`src/core/fhs_pkg.sv`:
```
// Purpose: Shared constants and types for the floppy head seek control block.
// Assumes: 100 MHz ref_clk, classic Wishbone register access.
// Notes: Offsets are byte addresses of 32-bit words.
package fhs_pkg;
   localparam int CLK_PERIOD_NS = 10;
   localparam int STEP_PULSE_NS = 1000;
   localparam int STEP_PULSE_CYC = (STEP_PULSE_NS + CLK_PERIOD_NS - 1) / CLK_PERIOD_NS;
   localparam int MS_NS = 1000000;
   localparam int MS_CYC = MS_NS / CLK_PERIOD_NS;
   localparam int NUM_DRIVES = 4;
   localparam logic [7:0] RECAL_MAX_STEPS = 8'h4f;
   localparam logic [4:0] SRT_BASE = 5'h10;
   localparam logic [3:0] SRT_RST = 4'h0;
   localparam logic [7:0] CFG_RST = 8'h00;
   localparam logic [7:0] ADDR_CMD = 8'h00;
   localparam logic [7:0] ADDR_STATUS = 8'h04;
   localparam logic [7:0] ADDR_RESULT = 8'h08;
   localparam logic [7:0] ADDR_IDFIELD = 8'h0c;
   localparam logic [7:0] ADDR_CONFIG = 8'h10;
   localparam int CMD_OP_LSB = 0;
   localparam int CMD_DRV_LSB = 4;
   localparam int CMD_DIR_BIT = 6;
   localparam int CMD_ARG_LSB = 8;
   localparam int CFG_POLL_DIS_BIT = 0;
   localparam int CFG_NDMA_BIT = 1;
   localparam logic [1:0] IC_NORMAL = 2'h0;
   localparam logic [1:0] IC_ABNORMAL = 2'h1;
   localparam logic [1:0] IC_INVALID = 2'h2;
   localparam logic [1:0] IC_POLL = 2'h3;

   typedef enum logic [3:0]
   {
      OP_SPECIFY = 4'h0,
      OP_SEEK = 4'h1,
      OP_RECAL = 4'h2,
      OP_REL_SEEK = 4'h3,
      OP_READ_ID = 4'h4,
      OP_SENSE_INT = 4'h5,
      OP_PWR_DOWN = 4'h6,
      OP_PWR_UP = 4'h7,
      OP_OTHER = 4'h8
   } fhs_op_e;

   typedef enum logic [1:0]
   {
      MV_SEEK = 2'h0,
      MV_RECAL = 2'h1,
      MV_REL = 2'h2
   } fhs_move_e;

   typedef struct packed
   {
      logic [1:0] ic;
      logic se;
      logic ec;
      logic nr;
      logic hd;
      logic [1:0] ds;
   } fhs_st0_s;

   typedef struct packed
   {
      logic [7:0] c;
      logic [7:0] h;
      logic [7:0] r;
      logic [7:0] n;
   } fhs_id_s;
endpackage : fhs_pkg

```
`src/core/fhs_seek_ctrl.sv`:
```
// Purpose: Head positioning, Read ID and interrupt cause logic of a disk controller.
// Assumes: Classic Wishbone master; id and transfer strobes come from same-clock logic.
// Notes: Drive pins track_zero_in and index_pulse_in are synchronised here.
`timescale 1ns/1ns
module fhs_seek_ctrl
   import fhs_pkg::*;
#(
   parameter int MS_CYC_P = MS_CYC
)
(
   input logic ref_clk,
   input logic nrst,
   input logic wb_cyc_i,
   input logic wb_stb_i,
   input logic wb_we_i,
   input logic [7:0] wb_adr_i,
   input logic [3:0] wb_sel_i,
   input logic [31:0] wb_dat_i,
   output logic [31:0] wb_dat_o,
   output logic wb_ack_o,
   input logic index_pulse_in,
   input logic [NUM_DRIVES-1:0] track_zero_in,
   input logic id_valid_in,
   input fhs_id_s id_fields_in,
   input logic xfer_result_in,
   input logic byte_req_in,
   output logic [NUM_DRIVES-1:0] step_out,
   output logic [NUM_DRIVES-1:0] dir_out,
   output logic controller_irq
);
   typedef enum logic [1:0]
   {
      ST_IDLE = 2'b00,
      ST_RDID = 2'b01
   } fhs_state_e;

   fhs_state_e state_q;
   logic ack_q;
   logic [31:0] dat_q;
   logic [4:0] meta_q;
   logic [4:0] sync_q;
   logic idx_prev_q;
   logic [1:0] idx_cnt_q;
   logic [19:0] ms_cnt_q;
   logic [3:0] srt_q;
   logic [7:0] cfg_q;
   logic cmd_busy_q;
   logic pd_q;
   logic init_q;
   logic poll_pend_q;
   logic irq_q;
   logic xfer_irq_q;
   logic [NUM_DRIVES-1:0] pend_q;
   logic [NUM_DRIVES-1:0] bad_q;
   fhs_st0_s res_st0_q;
   logic [7:0] res_pcn_q;
   logic res_ma_q;
   fhs_id_s id_q;

   ////////////////////////////////////////////////////////////////////////////
   // Bus decode.
   logic bus_req;
   logic wr_en;
   logic cmd_wr;
   logic cfg_wr;
   logic [31:0] rdata;
   fhs_op_e op;
   logic [1:0] drv;
   logic [7:0] arg;
   logic accept;
   logic is_move;
   logic move_ok;
   logic sense_acc;
   logic pwr_up;
   logic rdid_go;
   logic busy;
   logic [NUM_DRIVES-1:0] moving;
   logic [NUM_DRIVES-1:0] mv_done;
   logic [NUM_DRIVES-1:0] mv_fault;
   logic [NUM_DRIVES-1:0] drive_busy;
   logic [7:0] pcn_w [NUM_DRIVES];
   logic [4:0] interval;
   logic tick_ms;
   logic idx_rise;
   logic rdid_hit;
   logic rdid_miss;
   logic [1:0] sense_drv;
   logic [NUM_DRIVES-1:0] pend_clr;
   logic [NUM_DRIVES-1:0] pend_rest;
   logic ev_set;
   fhs_move_e mv_mode;

   assign bus_req = wb_cyc_i && wb_stb_i;
   // Writes act on the edge where the master sees ack, as it holds the request until then.
   assign wr_en = bus_req && wb_we_i && ack_q;
   assign cmd_wr = wr_en && wb_adr_i == ADDR_CMD && (&wb_sel_i[1:0]);
   assign cfg_wr = wr_en && wb_adr_i == ADDR_CONFIG && wb_sel_i[0];
   assign op = fhs_op_e'(wb_dat_i[CMD_OP_LSB +: 4]);
   assign drv = wb_dat_i[CMD_DRV_LSB +: 2];
   assign arg = wb_dat_i[CMD_ARG_LSB +: 8];

   // While powered down only the wake command is taken; Read ID blocks others.
   assign accept = cmd_wr && (pd_q ? op == OP_PWR_UP : state_q == ST_IDLE);
   assign is_move = op == OP_SEEK || op == OP_RECAL || op == OP_REL_SEEK;
   assign move_ok = accept && is_move && !drive_busy[drv];
   assign sense_acc = accept && op == OP_SENSE_INT;
   assign pwr_up = accept && op == OP_PWR_UP;
   assign rdid_go = accept && op == OP_READ_ID;
   assign mv_mode = op == OP_RECAL ? MV_RECAL : (op == OP_REL_SEEK ? MV_REL : MV_SEEK);

   // Positioning commands release busy after their command cycle.
   assign busy = cmd_busy_q || state_q != ST_IDLE;
   // The done pulse counts too, so a drive never looks free just before it turns pending.
   assign drive_busy = moving | mv_done | pend_q;

   assign rdata = wb_adr_i == ADDR_STATUS ? {25'h0, irq_q, pd_q, drive_busy, busy} :
                  wb_adr_i == ADDR_RESULT ? {15'h0, res_ma_q, res_pcn_q, res_st0_q} :
                  wb_adr_i == ADDR_IDFIELD ? id_q :
                  wb_adr_i == ADDR_CONFIG ? {20'h0, srt_q, cfg_q} :
                  32'h0;

   assign wb_ack_o = ack_q;
   assign wb_dat_o = dat_q;

   always_ff @(posedge ref_clk or negedge nrst)
   begin
      if (!nrst)
      begin
         ack_q <= 1'b0;
         dat_q <= 32'h0;
      end
      else
      begin
         ack_q <= bus_req && !ack_q;
         if (bus_req && !ack_q)
            dat_q <= rdata;
      end
   end

   ////////////////////////////////////////////////////////////////////////////
   // Pin synchronisers and timing enables.
   assign idx_rise = sync_q[4] && !idx_prev_q;
   assign tick_ms = ms_cnt_q == 20'(MS_CYC_P - 1);
   assign interval = SRT_BASE - {1'b0, srt_q};

   always_ff @(posedge ref_clk or negedge nrst)
   begin
      if (!nrst)
      begin
         meta_q <= 5'h00;
         sync_q <= 5'h00;
         idx_prev_q <= 1'b0;
         ms_cnt_q <= 20'h0;
      end
      else
      begin
         meta_q <= {index_pulse_in, track_zero_in};
         sync_q <= meta_q;
         idx_prev_q <= sync_q[4];
         ms_cnt_q <= tick_ms ? 20'h0 : ms_cnt_q + 20'h1;
      end
   end

   ////////////////////////////////////////////////////////////////////////////
   // One positioner per drive so overlapped seeks keep separate cylinders.
   for (genvar d = 0; d < NUM_DRIVES; d++)
   begin : g_drive
      fhs_positioner u_pos
      (
         .ref_clk(ref_clk),
         .nrst(nrst),
         .clear(pwr_up),
         .start(move_ok && drv == 2'(d)),
         .mode_in(mv_mode),
         .rel_dir(wb_dat_i[CMD_DIR_BIT]),
         .arg(arg),
         .interval(interval),
         .tick_ms(tick_ms),
         .trk0(sync_q[d]),
         .step_q(step_out[d]),
         .dir_q(dir_out[d]),
         .pcn_q(pcn_w[d]),
         .done_q(mv_done[d]),
         .fault_q(mv_fault[d]),
         .moving(moving[d])
      );
   end

   ////////////////////////////////////////////////////////////////////////////
   // Read ID sequencing.
   assign rdid_hit = state_q == ST_RDID && id_valid_in;
   assign rdid_miss = state_q == ST_RDID && !id_valid_in && idx_rise && idx_cnt_q == 2'h1;

   always_ff @(posedge ref_clk or negedge nrst)
   begin
      if (!nrst)
      begin
         state_q <= ST_IDLE;
         idx_cnt_q <= 2'h0;
         id_q <= '0;
      end
      else
      begin
         case (state_q)
            ST_IDLE:
               if (rdid_go)
               begin
                  idx_cnt_q <= 2'h0;
                  state_q <= ST_RDID;
               end
            ST_RDID:
               if (rdid_hit)
               begin
                  id_q <= id_fields_in;
                  state_q <= ST_IDLE;
               end
               else if (rdid_miss)
                  state_q <= ST_IDLE;
               else if (idx_rise)
                  idx_cnt_q <= idx_cnt_q + 2'h1;
            default:
               state_q <= ST_IDLE;
         endcase
      end
   end

   ////////////////////////////////////////////////////////////////////////////
   // Interrupt causes and the sense result.
   assign sense_drv = pend_q[0] ? 2'h0 : pend_q[1] ? 2'h1 : pend_q[2] ? 2'h2 : 2'h3;
   assign pend_clr = (sense_acc && !poll_pend_q && |pend_q) ? 4'(1 << sense_drv) : 4'h0;
   assign pend_rest = pend_q & ~pend_clr;

   // Read ID, the positioning ends, xfer_result_in and the reset poll raise the line; other commands never do.
   assign ev_set = (|mv_done) || rdid_hit || rdid_miss || xfer_result_in ||
                   (!init_q && !cfg_q[CFG_POLL_DIS_BIT]);

   assign controller_irq = irq_q || xfer_irq_q;

   always_ff @(posedge ref_clk or negedge nrst)
   begin
      if (!nrst)
      begin
         init_q <= 1'b0;
         poll_pend_q <= 1'b0;
         irq_q <= 1'b0;
         xfer_irq_q <= 1'b0;
         pend_q <= 4'h0;
         bad_q <= 4'h0;
         res_st0_q <= '0;
         res_pcn_q <= 8'h00;
         res_ma_q <= 1'b0;
      end
      else if (pwr_up)
      begin
         pend_q <= 4'h0;
         bad_q <= 4'h0;
         poll_pend_q <= 1'b0;
         irq_q <= 1'b0;
         res_st0_q <= '0;
         res_pcn_q <= 8'h00;
         res_ma_q <= 1'b0;
      end
      else
      begin
         init_q <= 1'b1;
         xfer_irq_q <= cfg_q[CFG_NDMA_BIT] && byte_req_in;
         // A new cause in the sense cycle still wins over the clear.
         irq_q <= ev_set || (sense_acc ? |pend_rest : irq_q);
         if (!init_q && !cfg_q[CFG_POLL_DIS_BIT])
            poll_pend_q <= 1'b1;
         else if (sense_acc)
            poll_pend_q <= 1'b0;
         pend_q <= pend_rest | mv_done;
         bad_q <= (bad_q & ~pend_clr & ~mv_done) | (mv_done & mv_fault);
         if (sense_acc)
         begin
            res_ma_q <= 1'b0;
            if (poll_pend_q)
            begin
               res_st0_q <= '{ic: IC_POLL, se: 1'b0, ec: 1'b0, nr: 1'b0,
                              hd: 1'b0, ds: 2'h0};
            end
            else if (|pend_q)
            begin
               res_st0_q <= '{ic: bad_q[sense_drv] ? IC_ABNORMAL : IC_NORMAL,
                              se: 1'b1, ec: bad_q[sense_drv], nr: 1'b0,
                              hd: 1'b0, ds: sense_drv};
               res_pcn_q <= pcn_w[sense_drv];
            end
            else
            begin
               res_st0_q <= '{ic: IC_INVALID, se: 1'b0, ec: 1'b0, nr: 1'b0,
                              hd: 1'b0, ds: 2'h0};
            end
         end
         else if (rdid_hit || rdid_miss)
         begin
            res_st0_q <= '{ic: rdid_miss ? IC_ABNORMAL : IC_NORMAL,
                           se: 1'b0, ec: 1'b0, nr: 1'b0, hd: 1'b0, ds: 2'h0};
            res_ma_q <= rdid_miss;
         end
      end
   end

   ////////////////////////////////////////////////////////////////////////////
   // Software settings.
   always_ff @(posedge ref_clk or negedge nrst)
   begin
      if (!nrst)
      begin
         srt_q <= SRT_RST;
         cfg_q <= CFG_RST;
         cmd_busy_q <= 1'b0;
         pd_q <= 1'b0;
      end
      else
      begin
         cmd_busy_q <= accept;
         if (accept && op == OP_SPECIFY)
            srt_q <= arg[3:0];
         if (cfg_wr)
            cfg_q <= wb_dat_i[7:0];
         if (accept && op == OP_PWR_DOWN)
            pd_q <= 1'b1;
         else if (pwr_up)
            pd_q <= 1'b0;
      end
   end
endmodule : fhs_seek_ctrl

```
`src/core/fhs_positioner.sv`:
```
// Purpose: One drive's head positioner: step and direction sequencing.
// Assumes: trk0 is already synchronised; tick_ms is a one-cycle enable.
// Notes: Any step gap may be up to one ms tick shorter than the interval.
`timescale 1ns/1ns
module fhs_positioner
   import fhs_pkg::*;
(
   input logic ref_clk,
   input logic nrst,
   input logic clear,
   input logic start,
   input fhs_move_e mode_in,
   input logic rel_dir,
   input logic [7:0] arg,
   input logic [4:0] interval,
   input logic tick_ms,
   input logic trk0,
   output logic step_q,
   output logic dir_q,
   output logic [7:0] pcn_q,
   output logic done_q,
   output logic fault_q,
   output logic moving
);
   typedef enum logic [2:0]
   {
      P_IDLE = 3'b000,
      P_CHK = 3'b001,
      P_STEP = 3'b011,
      P_GAP = 3'b010
   } fhs_pstate_e;

   fhs_pstate_e state_q;
   fhs_move_e mode_q;
   logic [7:0] tgt_q;
   logic [7:0] cnt_q;
   logic [6:0] tmr_q;
   logic finish_w;
   logic fault_w;
   logic pulse_end;

   assign finish_w = (mode_q == MV_SEEK && pcn_q == tgt_q) ||
                     (mode_q == MV_RECAL && (trk0 || cnt_q == RECAL_MAX_STEPS)) ||
                     (mode_q == MV_REL && (cnt_q == tgt_q || (!dir_q && trk0)));
   assign fault_w = (mode_q == MV_RECAL && !trk0) || (mode_q == MV_REL && cnt_q != tgt_q);
   assign pulse_end = tmr_q == 7'(STEP_PULSE_CYC - 1);
   assign moving = state_q != P_IDLE;

   always_ff @(posedge ref_clk or negedge nrst)
   begin
      if (!nrst)
      begin
         state_q <= P_IDLE;
         mode_q <= MV_SEEK;
         tgt_q <= 8'h00;
         cnt_q <= 8'h00;
         tmr_q <= 7'h00;
         pcn_q <= 8'h00;
         step_q <= 1'b0;
         dir_q <= 1'b0;
         done_q <= 1'b0;
         fault_q <= 1'b0;
      end
      else if (clear)
      begin
         state_q <= P_IDLE;
         pcn_q <= 8'h00;
         step_q <= 1'b0;
         done_q <= 1'b0;
         fault_q <= 1'b0;
      end
      else
      begin
         done_q <= 1'b0;
         case (state_q)
            P_IDLE:
               if (start)
               begin
                  mode_q <= mode_in;
                  tgt_q <= arg;
                  cnt_q <= 8'h00;
                  fault_q <= 1'b0;
                  dir_q <= (mode_in == MV_REL) ? rel_dir : 1'b0;
                  if (mode_in == MV_RECAL)
                     pcn_q <= 8'h00;
                  state_q <= P_CHK;
               end
            P_CHK:
               if (finish_w)
               begin
                  done_q <= 1'b1;
                  fault_q <= fault_w;
                  state_q <= P_IDLE;
               end
               else
               begin
                  if (mode_q == MV_SEEK)
                     dir_q <= pcn_q < tgt_q;
                  step_q <= 1'b1;
                  tmr_q <= 7'h00;
                  state_q <= P_STEP;
               end
            P_STEP:
               if (pulse_end)
               begin
                  step_q <= 1'b0;
                  tmr_q <= 7'h00;
                  cnt_q <= cnt_q + 8'h01;
                  if (mode_q != MV_RECAL)
                     pcn_q <= dir_q ? pcn_q + 8'h01 : pcn_q - 8'h01;
                  state_q <= P_GAP;
               end
               else
                  tmr_q <= tmr_q + 7'h01;
            P_GAP:
               if (tick_ms)
               begin
                  // Gap counted in whole ms ticks from the step interval.
                  if (tmr_q + 7'h01 >= {2'b00, interval})
                     state_q <= P_CHK;
                  tmr_q <= tmr_q + 7'h01;
               end
            default:
               state_q <= P_IDLE;
         endcase
      end
   end
endmodule : fhs_positioner

```
`config.mk`:
```
export PLATFORM = sky130hd
export DESIGN_NAME = fhs_seek_ctrl
export DESIGN_NICKNAME = d
export VERILOG_FILES = /design/src/core/fhs_pkg.sv /design/src/core/fhs_seek_ctrl.sv /design/src/core/fhs_positioner.sv
export SDC_FILE = /design/constraint.sdc
export NUM_CORES = 1
export LEC_CHECK = 0
export ABC_AREA = 1
export BUFFER_PORTS_ARGS = -buffer_cell sky130_fd_sc_hd__buf_2
export CAP_MARGIN = 25
export CORE_AREA = 2 2 193 214
export CTS_CLUSTER_DIAMETER = 60
export DETAILED_ROUTE_END_ITERATION = 8
export DIE_AREA = 0 0 195 216
export GPL_TIMING_DRIVEN = 0
export PLACE_DENSITY = 0.73
export SYNTH_ARGS = -nofsm -noshare
export SYNTH_HDL_FRONTEND = slang
export SYNTH_SLANG_ARGS = --single-unit
```
`constraint.sdc`:
```
create_clock -name ref_clk -period 2.4 [get_ports ref_clk]
set_input_delay 0.36 -clock ref_clk [delete_from_list [all_inputs] [get_ports ref_clk]]
set_output_delay 0.36 -clock ref_clk [all_outputs]
set_load 0.02 [all_outputs]
```
Word level (Yosys, flattened, before mapping)

Index checks and enable logic that the tools add are counted.

Register bits after elaboration: 303
Word-level logic and storage cells: 612
Input bits: 89

Eq/ne operators: 121
Reductions and logical operators: 185
Add/subtract/negate cells: 19
Order comparisons: 11
Shifts and indexed selects: 1
Bitwise operators: 12
Muxes and demuxes: 193

Operators by type and width:

| kind                                                   | count |
|---|---|
| two-way mux 8 bit                                      | 40 |
| one-hot mux 8 bit (2 select lines)                     | 8 |
| two-way mux 32 bit                                     | 3 |
| two-way mux 7 bit                                      | 12 |
| one-hot mux 7 bit (3 select lines)                     | 4 |
| nonzero test 3 bit                                     | 22 |
| two-way mux 1 bit                                      | 65 |
| adder 8 x 1 -> 8 bit (second input constant)           | 8 |
| equality test 8 bit                                    | 8 |
| two-way mux 3 bit                                      | 20 |
| logical AND 1 bit                                      | 53 |
| inequality test 3 x 2 -> 1 bit (second input constant) | 17 |
| one-hot mux 3 bit (4 select lines)                     | 4 |
| AND reduction 4 bit                                    | 12 |
| AND reduction 5 bit                                    | 9 |
| AND reduction 3 bit                                    | 13 |
| inequality test 2 x 1 -> 1 bit (second input constant) | 17 |
| equality test 8 x 7 -> 1 bit (second input constant)   | 4 |
| less-than comparator 8 bit                             | 4 |
| inequality test 8 bit                                  | 4 |
| subtractor 8 x 1 -> 8 bit (second input constant)      | 4 |
| logical OR 1 bit                                       | 30 |
| two-way mux 2 bit                                      | 15 |
| inequality test 3 bit (second input constant)          | 10 |
| other kinds (42)                                       | 156 |

Depth between registers and ports, before layout

Gate-level depths: netlist of run 1.

Depth after elaboration: 16
Depth in mapped cells: 16
Mapped depth without buffers: 16

By module

Synthesis of run 1 repeated with hierarchy kept, for this count alone.

Cell total of the unflattened synthesis: 2208
Area, all modules: 17460.5 um2

By module, submodules not included:

| module                                | cells each | area an instance (um2) | times used |
|---|---|---|---|
| fhs_positioner (g_drive[0].u_pos ...) | 372        | 2748.9                 | 3 |
| fhs_seek_ctrl                         | 725        | 6416.2                 | 1 |
| fhs_positioner (g_drive[1].u_pos)     | 367        | 2797.7                 | 1 |

Worst setup path after synthesis of run 1

Ideal clock, no wire load.

Path kind: reg-to-reg
Start: register g_drive[0].u_pos.state_q[0]
End: register g_drive[3].u_pos.pcn_q[7]
Cell stages (with the launch flop): 15
Path slack: 0.376 ns
Required time: 2.281 ns
Path buffers: 1
Arrival time: 1.906 ns
Period minus slack after synthesis: 2.024 ns
Library setup time: 0.119 ns
Cell sequence: dfrtp_1 -> inv_1 -> ha_1 -> nand3_2 -> nand2_1 -> nand3_2 -> nor2_4 -> nand3_4 -> nand2_2 -> inv_2 -> nand2_2 -> nand2_4 -> buf_6 -> nand2_1 -> o21ai_2

Word-level cells in the longest chain between the ends: 10

Ends and longest elaborated chain:

| element                                  | RTL line              | source |
|---|---|---|
| from (decl)                              | fhs_positioner.sv:33  | `fhs_pstate_e state_q;` |
| from (signal assigned)                   | fhs_positioner.sv:53  | `state_q <= P_IDLE;` |
| from (signal assigned)                   | fhs_positioner.sv:66  | `state_q <= P_IDLE;` |
| from (signal assigned)                   | fhs_positioner.sv:86  | `state_q <= P_CHK;` |
| nonzero test 3 bit                       | fhs_positioner.sv:47  | `assign moving = state_q != P_IDLE;` |
| bitwise OR 4 bit (2 in series)           | fhs_seek_ctrl.sv:114  | `assign drive_busy = moving \| mv_done \| pend_q;` |
| binary-select mux 1 bit (select 2 bit)   | fhs_seek_ctrl.sv:105  | `assign move_ok = accept && is_move && !drive_busy[drv];` |
| two-way mux 1 bit (implied by the code)  | fhs_seek_ctrl.sv:105  |  |
| zero test 1 bit                          | fhs_seek_ctrl.sv:105  |  |
| logical AND 1 bit                        | fhs_seek_ctrl.sv:105  |  |
| logical AND 1 bit                        | fhs_seek_ctrl.sv:173  | `.start(move_ok && drv == 2'(d)),` |
| inequality test 3 x 2 -> 1 bit (no line) | -                     |  |
| AND reduction 5 bit (no line)            | -                     |  |
| to (signal assigned)                     | fhs_positioner.sv:110 | `pcn_q <= dir_q ? pcn_q + 8'h01 : pcn_q - 8'h01;` |
| to (decl)                                | fhs_positioner.sv:20  | `output logic [7:0] pcn_q,` |

No other way between the ends. The select of a mux whose other input is x is not followed.
A chain may end at the register's enable or synchronous reset.

Worst setup path after layout of run 1

Start: register g_drive[2].u_pos.tmr_q[0]
End: register g_drive[2].u_pos.tmr_q[6]

Word-level cells in the longest chain between the ends: 3
Elaborated cells between the ends (all ways): 5

Ends and longest elaborated chain:

| element                                                            | RTL line                                                           | source |
|---|---|---|
| from (decl)                                                        | fhs_positioner.sv:37                                               | `logic [6:0] tmr_q;` |
| from (signal assigned)                                             | fhs_positioner.sv:114                                              | `tmr_q <= tmr_q + 7'h01;` |
| from (signal assigned)                                             | fhs_positioner.sv:121                                              | `tmr_q <= tmr_q + 7'h01;` |
| adder 7 x 1 -> 7 bit / equality test 7 bit (equally long branches) | fhs_positioner.sv:114, fhs_positioner.sv:121, fhs_positioner.sv:46 |  |
| two-way mux 7 bit (on tied branches)                               | fhs_positioner.sv:116, fhs_positioner.sv:104                       |  |
| one-hot mux 7 bit (3 select lines) (*)                             | fhs_positioner.sv:75                                               | `case (state_q)` |

Mark *: on every way between the ends. The rest lies on a longest branch, timed or not. The select of a mux whose other input is x is not followed.

==> flow_summary.ini, run 1 <==
[outcome]
status = completed

[clocking]
tritoncts = yes
cts_buffers = 37
clock_path_buffers = 3
cts_sinks = 296
clockRootBuffer = clkbuf_16
clkLatencyLatePin_ns = 0.55
htree_num_levels = 2
clk_pin_slew_worst_paths_ns = 0.06

[floorplan]
ios = 131
die_h_um = 216
start_util = 0.447
coreArea_mm2 = 0.0399
dieArea_mm2 = 0.0421
die_w_um = 195
num_rows = 77

[worst_setup_path]
path_class = flop to flop
worstPathArrival_ns = 2.68
end_kind = flop
crit_path_start_kind = flop
cp_max_fo = 6
worstPathRequired_ns = 2.81

[final_layout]
area_growth_pct = 15.3
stdcell_count = 2993
drive_above_1_share = 0.137
utilization = 0.516
antenna_cells = 0
fin_nets = 2648

[yosys]
ys_seq_area_frac = 0.415
avgSynthCellArea_um2 = 7.80
synth-seq-cells = 296
synth_xor_area_frac = 0.0388
ys_warn_count = 0
syn_area_mm2 = 0.0178
synth_simple_gate_area_frac = 0.266
synth_edf_count = 0
async_flop_share = 1.00
synth_mux_area_frac = 0.00568
synth.distinct_cells = 57
synth_compound_area_frac = 0.118
synth_ff_type = dfrtp_1
syn-num-nets = 2482
synth_adder_area_share = 0.0760
syn_inst = 2287
synth_top_family_by_area = simple AND/OR/NAND/NOR gates

[global_route]
grt_pass1_vias = 15700
grt_max_degree = 102
overflow = 0
grt_pass1_wl_mm = 80.6
antenna_found_initial = 0
track_usage = 0.237

[routing]
wl_per_cell_um = 16.5
first_pass_iters = 8
drcViolationCount = 0
viasPerCell = 5.37
wl_mm = 49.4
via_count = 16100
ant_nets = 0
drt-initial-drc-count = 1251

[sta]
relSlewSlack = 0.512
fin_crit_sh = 0.946
setup_ws_ns = 0.131
setup_viol = 0
rsz0062_at_grt = false
clock.fmax_mhz = 441
hold_viol = 0
slew_viol_final = 0
clock_skew_ns = 0.0194
tightest_slew_ns = 0.726
period_needed_ns = 2.27

[power_and_ir_drop]
peakVddDrop_mv = 0.397
power.static_leakage_uw = 0.0103
totalPowerFinal_uw = 14700
cellPowerDensity_mw_per_mm2 = 714

[placed_design]
place_inst = 2916
io_buffers = 112
gp_congestion = 0.960
dp_slack_ns = -0.229
hpwl_mm = 37.5

[worst_hold_path]
holdCritPathClass = input port to flop

[job]
drv_cap = 0
[final timing paths]
kind / startpoint / endpoint / slack [ns] / depth (start not counted)
setup reg to reg: g_drive[2].u_pos.tmr_q[0] / g_drive[2].u_pos.tmr_q[6] / 0.13 / 10
hold / removal: id_fields_in[1] / id_q[1] / 0.06 / 2
max in group asynchronous: nrst / id_q[25] / 0.78 / 4
setup / recovery: g_drive[2].u_pos.tmr_q[0] / g_drive[2].u_pos.tmr_q[6] / 0.13 / 10
hold reg to reg: meta_q[1] / sync_q[1] / 0.35 / 0
min in group asynchronous: nrst / sync_q[1] / 0.35 / 2
[sequential cells by signal, summed over array words and instances (netlist names), 5 cells and up]
name / count
res_pcn_q: 8
wb_dat_o: 32
g_drive.u_pos.cnt_q: 32
g_drive.u_pos.tgt_q: 32
cfg_q: 8
meta_q: 5
g_drive.u_pos.pcn_q: 32
g_drive.u_pos.state_q: 8
g_drive.u_pos.mode_q: 8
id_q: 32
res_st0_q: 6
g_drive.u_pos.tmr_q: 28
sync_q: 5
ms_cnt_q: 20
[cells in the mapped netlist (21+ instances only)]
library cell	n	area [µm²]
nand3_1	118	591
nor2_1	209	785
o21ai_2	21	184
inv_1	283	1060
nor3_1	21	105
o22ai_1	21	131
a21oi_1	108	541
nand4_1	64	400
xnor2_1	35	307
clkbuf_1	25	93.8
xor2_1	44	385
dfrtp_1	296	7410
o21ai_0	158	791
ha_1	102	1280
nand2_1	574	2150
[cell type report]
type                    instances  area [µm²]
plain buffers                  52         303
clock buffers                  55        1130
clock inverters                11         100
fillers                      3748       19300
inverters                     305        1140
multi-input cells            1634        9070
flip-flops and latches        296        7410
well taps                     513         642
repair buffers                127         768
[routing by layer]
| metal | share of wire | wire length, µm | global-route usage | vias up |
|---|---|---|---|---|
| met5 | 0 | 0 | 0 | - |
| li1 | - | - | - | 7777 |
| met1 | 0.42 | 20600 | 0.301 | 7641 |
| met3 | 0.061 | 3010 | 0.0319 | 131 |
| met4 | 0.045 | 2230 | 0.112 | 0 |
| met2 | 0.48 | 23500 | 0.400 | 528 |
[through the flow]
step | cell area (µm²) | setup TNS (ns) | hold slack [ns]
floorplan | 17800 | 0 | 0.0644
global placement | 19000 | -1380.85 | 0.335
CTS | 20500 | 0 | 0.0480
finish | 20600 | 0 | 0.0607
detailed placement | 19100 | -2.95 | 0.335
global route | 20600 | 0 | 0.0631
[kinds of logic after synthesis]
logic type | count (synthesis)
DFF | 296
muxes | 9
adders and majority gates | 106
xor gates and xnor gates | 79
buffers and inverters | 357
AOI/OAI and AO/OA | 372
and+or+nand+nor | 1068
[repair_timing]
item	in CTS	in global routing
buffers inserted	1	4
pin swaps	1	3
gates resized for setup	3	25
endpoints found under the setup margin	27	117
hold buffers	6	0
hold endpoints to repair	71	0
[layout by cell type, fill, tap and decap left out, types with 20 or more instances in the layout]
| cell type | n |
|---|---|
| inv_2 | 21 |
| nand3_1 | 116 |
| xnor2_1 | 35 |
| o21ai_0 | 158 |
| inv_1 | 276 |
| nor2_1 | 207 |
| o21ai_1 | 20 |
| a21oi_1 | 105 |
| clkbuf_1 | 32 |
| xor2_1 | 43 |
| ha_1 | 100 |
| buf_2 | 119 |
| clkbuf_16 | 39 |
| nand2_1 | 570 |
| o22ai_1 | 21 |
| dfrtp_1 | 295 |
| nor3_1 | 21 |
| o21ai_2 | 21 |
| nand4_1 | 64 |
[critical path: stages (launching register included)]
cell,delay (ns)
dfrtp_1,0.43
ha_1,0.26
nand2_1,0.06
nor3_1,0.14
nand3_1,0.27
nand2_1,0.23
inv_1,0.08
nor2_1,0.30
inv_1,0.20
nand2_1,0.09
o21ai_0,0.08
[power breakdown]
group | switching [µW] | internal (µW)
Sequential | 363 | 5390
Combinational | 2080 | 1230
Clock | 2250 | 3370
Power figures use the tool's default switching activity.
==> run 2: changes to the inputs <==
--- a/config.mk
+++ b/config.mk
@@ -14,6 +14,7 @@
 export DIE_AREA = 0 0 195 216
 export GPL_TIMING_DRIVEN = 0
 export PLACE_DENSITY = 0.73
+export RECOVER_POWER = 25
 export SYNTH_ARGS = -nofsm -noshare
 export SYNTH_HDL_FRONTEND = slang
 export SYNTH_SLANG_ARGS = --single-unit
==> run 2 against run 1 <==
Effect of this change:
- design area about the same
- critical path depth unchanged
- global-route usage unchanged
- total power about the same
- clock skew down 0.0012 ns
- final cell count unchanged
- die area unchanged
- critical endpoint unchanged
==> flow_summary.ini, run 2 (same netlist as run 1, synthesis figures left out) <==
[worst_setup_path]
end_kind = flop
cp_slowest_stage_delay_ns = 0.43
worstPathRequired_ns = 2.81
crit_family = simple AND/OR/NAND/NOR gates
cpMaxStageDelayCell = dfrtp_1
cp.buffers_inverters = 2
cp_cell_sequence = ha_1 > nand2_1 > nor3_1 > nand3_1 > nand2_1 > inv_1 > nor2_1 > inv_1 > nand2_1 > o21ai_0
cp_max_fo = 6
crit_path_start_kind = flop
worst_path_most_repeated_cell = nand2_1
path_class = flop to flop
worstPathArrival_ns = 2.71

[final_layout]
fin_nets = 2648
mostFrequentLayoutCells = nand2_1 (570), dfrtp_1 (295), inv_1 (276)
drive_above_1_share = 0.131
layout_commonest_cell = nand2_1
stdcell_count = 2993
utilization = 0.515
seq_area_mm2 = 0.00741
antenna_cells = 0
multiInputGateArea_mm2 = 0.00907
nFillCells = 3758
area_growth_pct = 15.2

[clocking]
htree_num_levels = 2
cts_sinks = 296
tritoncts = yes
cts_buffers = 37
clk_pin_slew_worst_paths_ns = 0.06
clock_path_buffers = 3
clkLatencyLatePin_ns = 0.54
clockRootBuffer = clkbuf_16

[floorplan]
dieArea_mm2 = 0.0421
num_rows = 77
die_h_um = 216
start_util = 0.447
ios = 131
coreArea_mm2 = 0.0399
die_w_um = 195

[routing]
first_pass_iters = 6
ant_nets = 0
wl_met2_mm = 23.5
drcViolationCount = 0
viasPerCell = 5.37
met3WireLength_mm = 2.95
via_count = 16100
wl_mm = 49.4
wl_per_cell_um = 16.5
highest_layer = met4
drt-initial-drc-count = 1309
met1_length_mm = 20.7

[placed_design]
hpwl_mm = 37.5
place_inst = 2916
io_buffers = 112
gp_congestion = 0.960

[power_and_ir_drop]
cellPowerDensity_mw_per_mm2 = 715
peakVddDrop_mv = 0.397
power.static_leakage_uw = 0.0102

[sta]
clock_skew_ns = 0.0181
clock.fmax_mhz = 435
rsz0062_at_grt = false
relSlewSlack = 0.511
setup_viol = 0
setup_tns_ns = 0
fin_crit_sh = 0.957
tightest_slew_ns = 0.728
slew_viol_final = 0
period_needed_ns = 2.30
hold_viol = 0

[global_route]
grt_pass1_wl_mm = 80.6
track_usage = 0.237
grt_max_degree = 102
antenna_found_initial = 0
overflow = 0
grt_pass1_vias = 15700

[outcome]
status = completed

[job]
drv_cap = 0

[worst_hold_path]
holdCritPathClass = input port to flop
## run 2: cell types whose count changed in the layout (fill, tap and decap cells not counted)
cell | previous run | this run
buf_2 | 119 | 106
clkbuf_1 | 32 | 45
## run 2: per-layer routing
| layer | track usage | up-vias |
|---|---|---|
| met3 | 0.0319 | 129 |
| met2 | 0.400 | 529 |
| li1 | - | 7780 |
| met4 | 0.112 | 0 |
| met1 | 0.301 | 7638 |
| met5 | 0 | - |
## run 2: final cells by class
type                            instances  share of cell area
Tap cell                              513              0.0312
Sequential cell                       296               0.360
Clock inverter                         11             0.00487
Buffer                                 52              0.0147
Clock buffer                           55              0.0548
Inverter                              305              0.0557
Multi-Input combinational cell       1634               0.442
Timing Repair Buffer                  127              0.0366
## run 2: what timing repair did
item,CTS,global route
hold buffers,6,0
buffers inserted,1,4
pin swaps,1,3
endpoints found under the hold margin,71,0
resized for setup,3,25
endpoints found under the setup margin,27,117
## run 2: path summary, 6_finish.rpt
path | slack [ns] | cells past startpoint | from | to
hold / removal | 0.06 | 2 | id_fields_in[1] | id_q[1]
min in group asynchronous | 0.35 | 2 | nrst | sync_q[1]
hold reg to reg | 0.35 | 0 | meta_q[1] | sync_q[1]
setup reg to reg | 0.10 | 10 | g_drive[2].u_pos.tmr_q[0] | g_drive[2].u_pos.tmr_q[6]
max in group asynchronous | 0.76 | 4 | nrst | id_q[25]
setup / recovery | 0.10 | 10 | g_drive[2].u_pos.tmr_q[0] | g_drive[2].u_pos.tmr_q[6]
## run 2: metrics by stage
step | setup slack, ns | hold WS [ns] | total power [µW] | area, µm²
final | 0.103 | 0.0612 | 14700 | 20600
after global routing | 0.00876 | 0.0631 | 15500 | 20600
after CTS | 0.0370 | 0.0480 | 14700 | 20500
after detailed placement | -0.229 | 0.335 | 9060 | 19100
after global placement | -4.72 | 0.335 | 8910 | 19000
after floorplan | 0.376 | 0.0644 | 8130 | 17800
## run 2: report_power, final
part	internal, µW	switching, µW
clock	3370	2250
sequential	5390	362
combinational	1230	2090
total	9990	4700
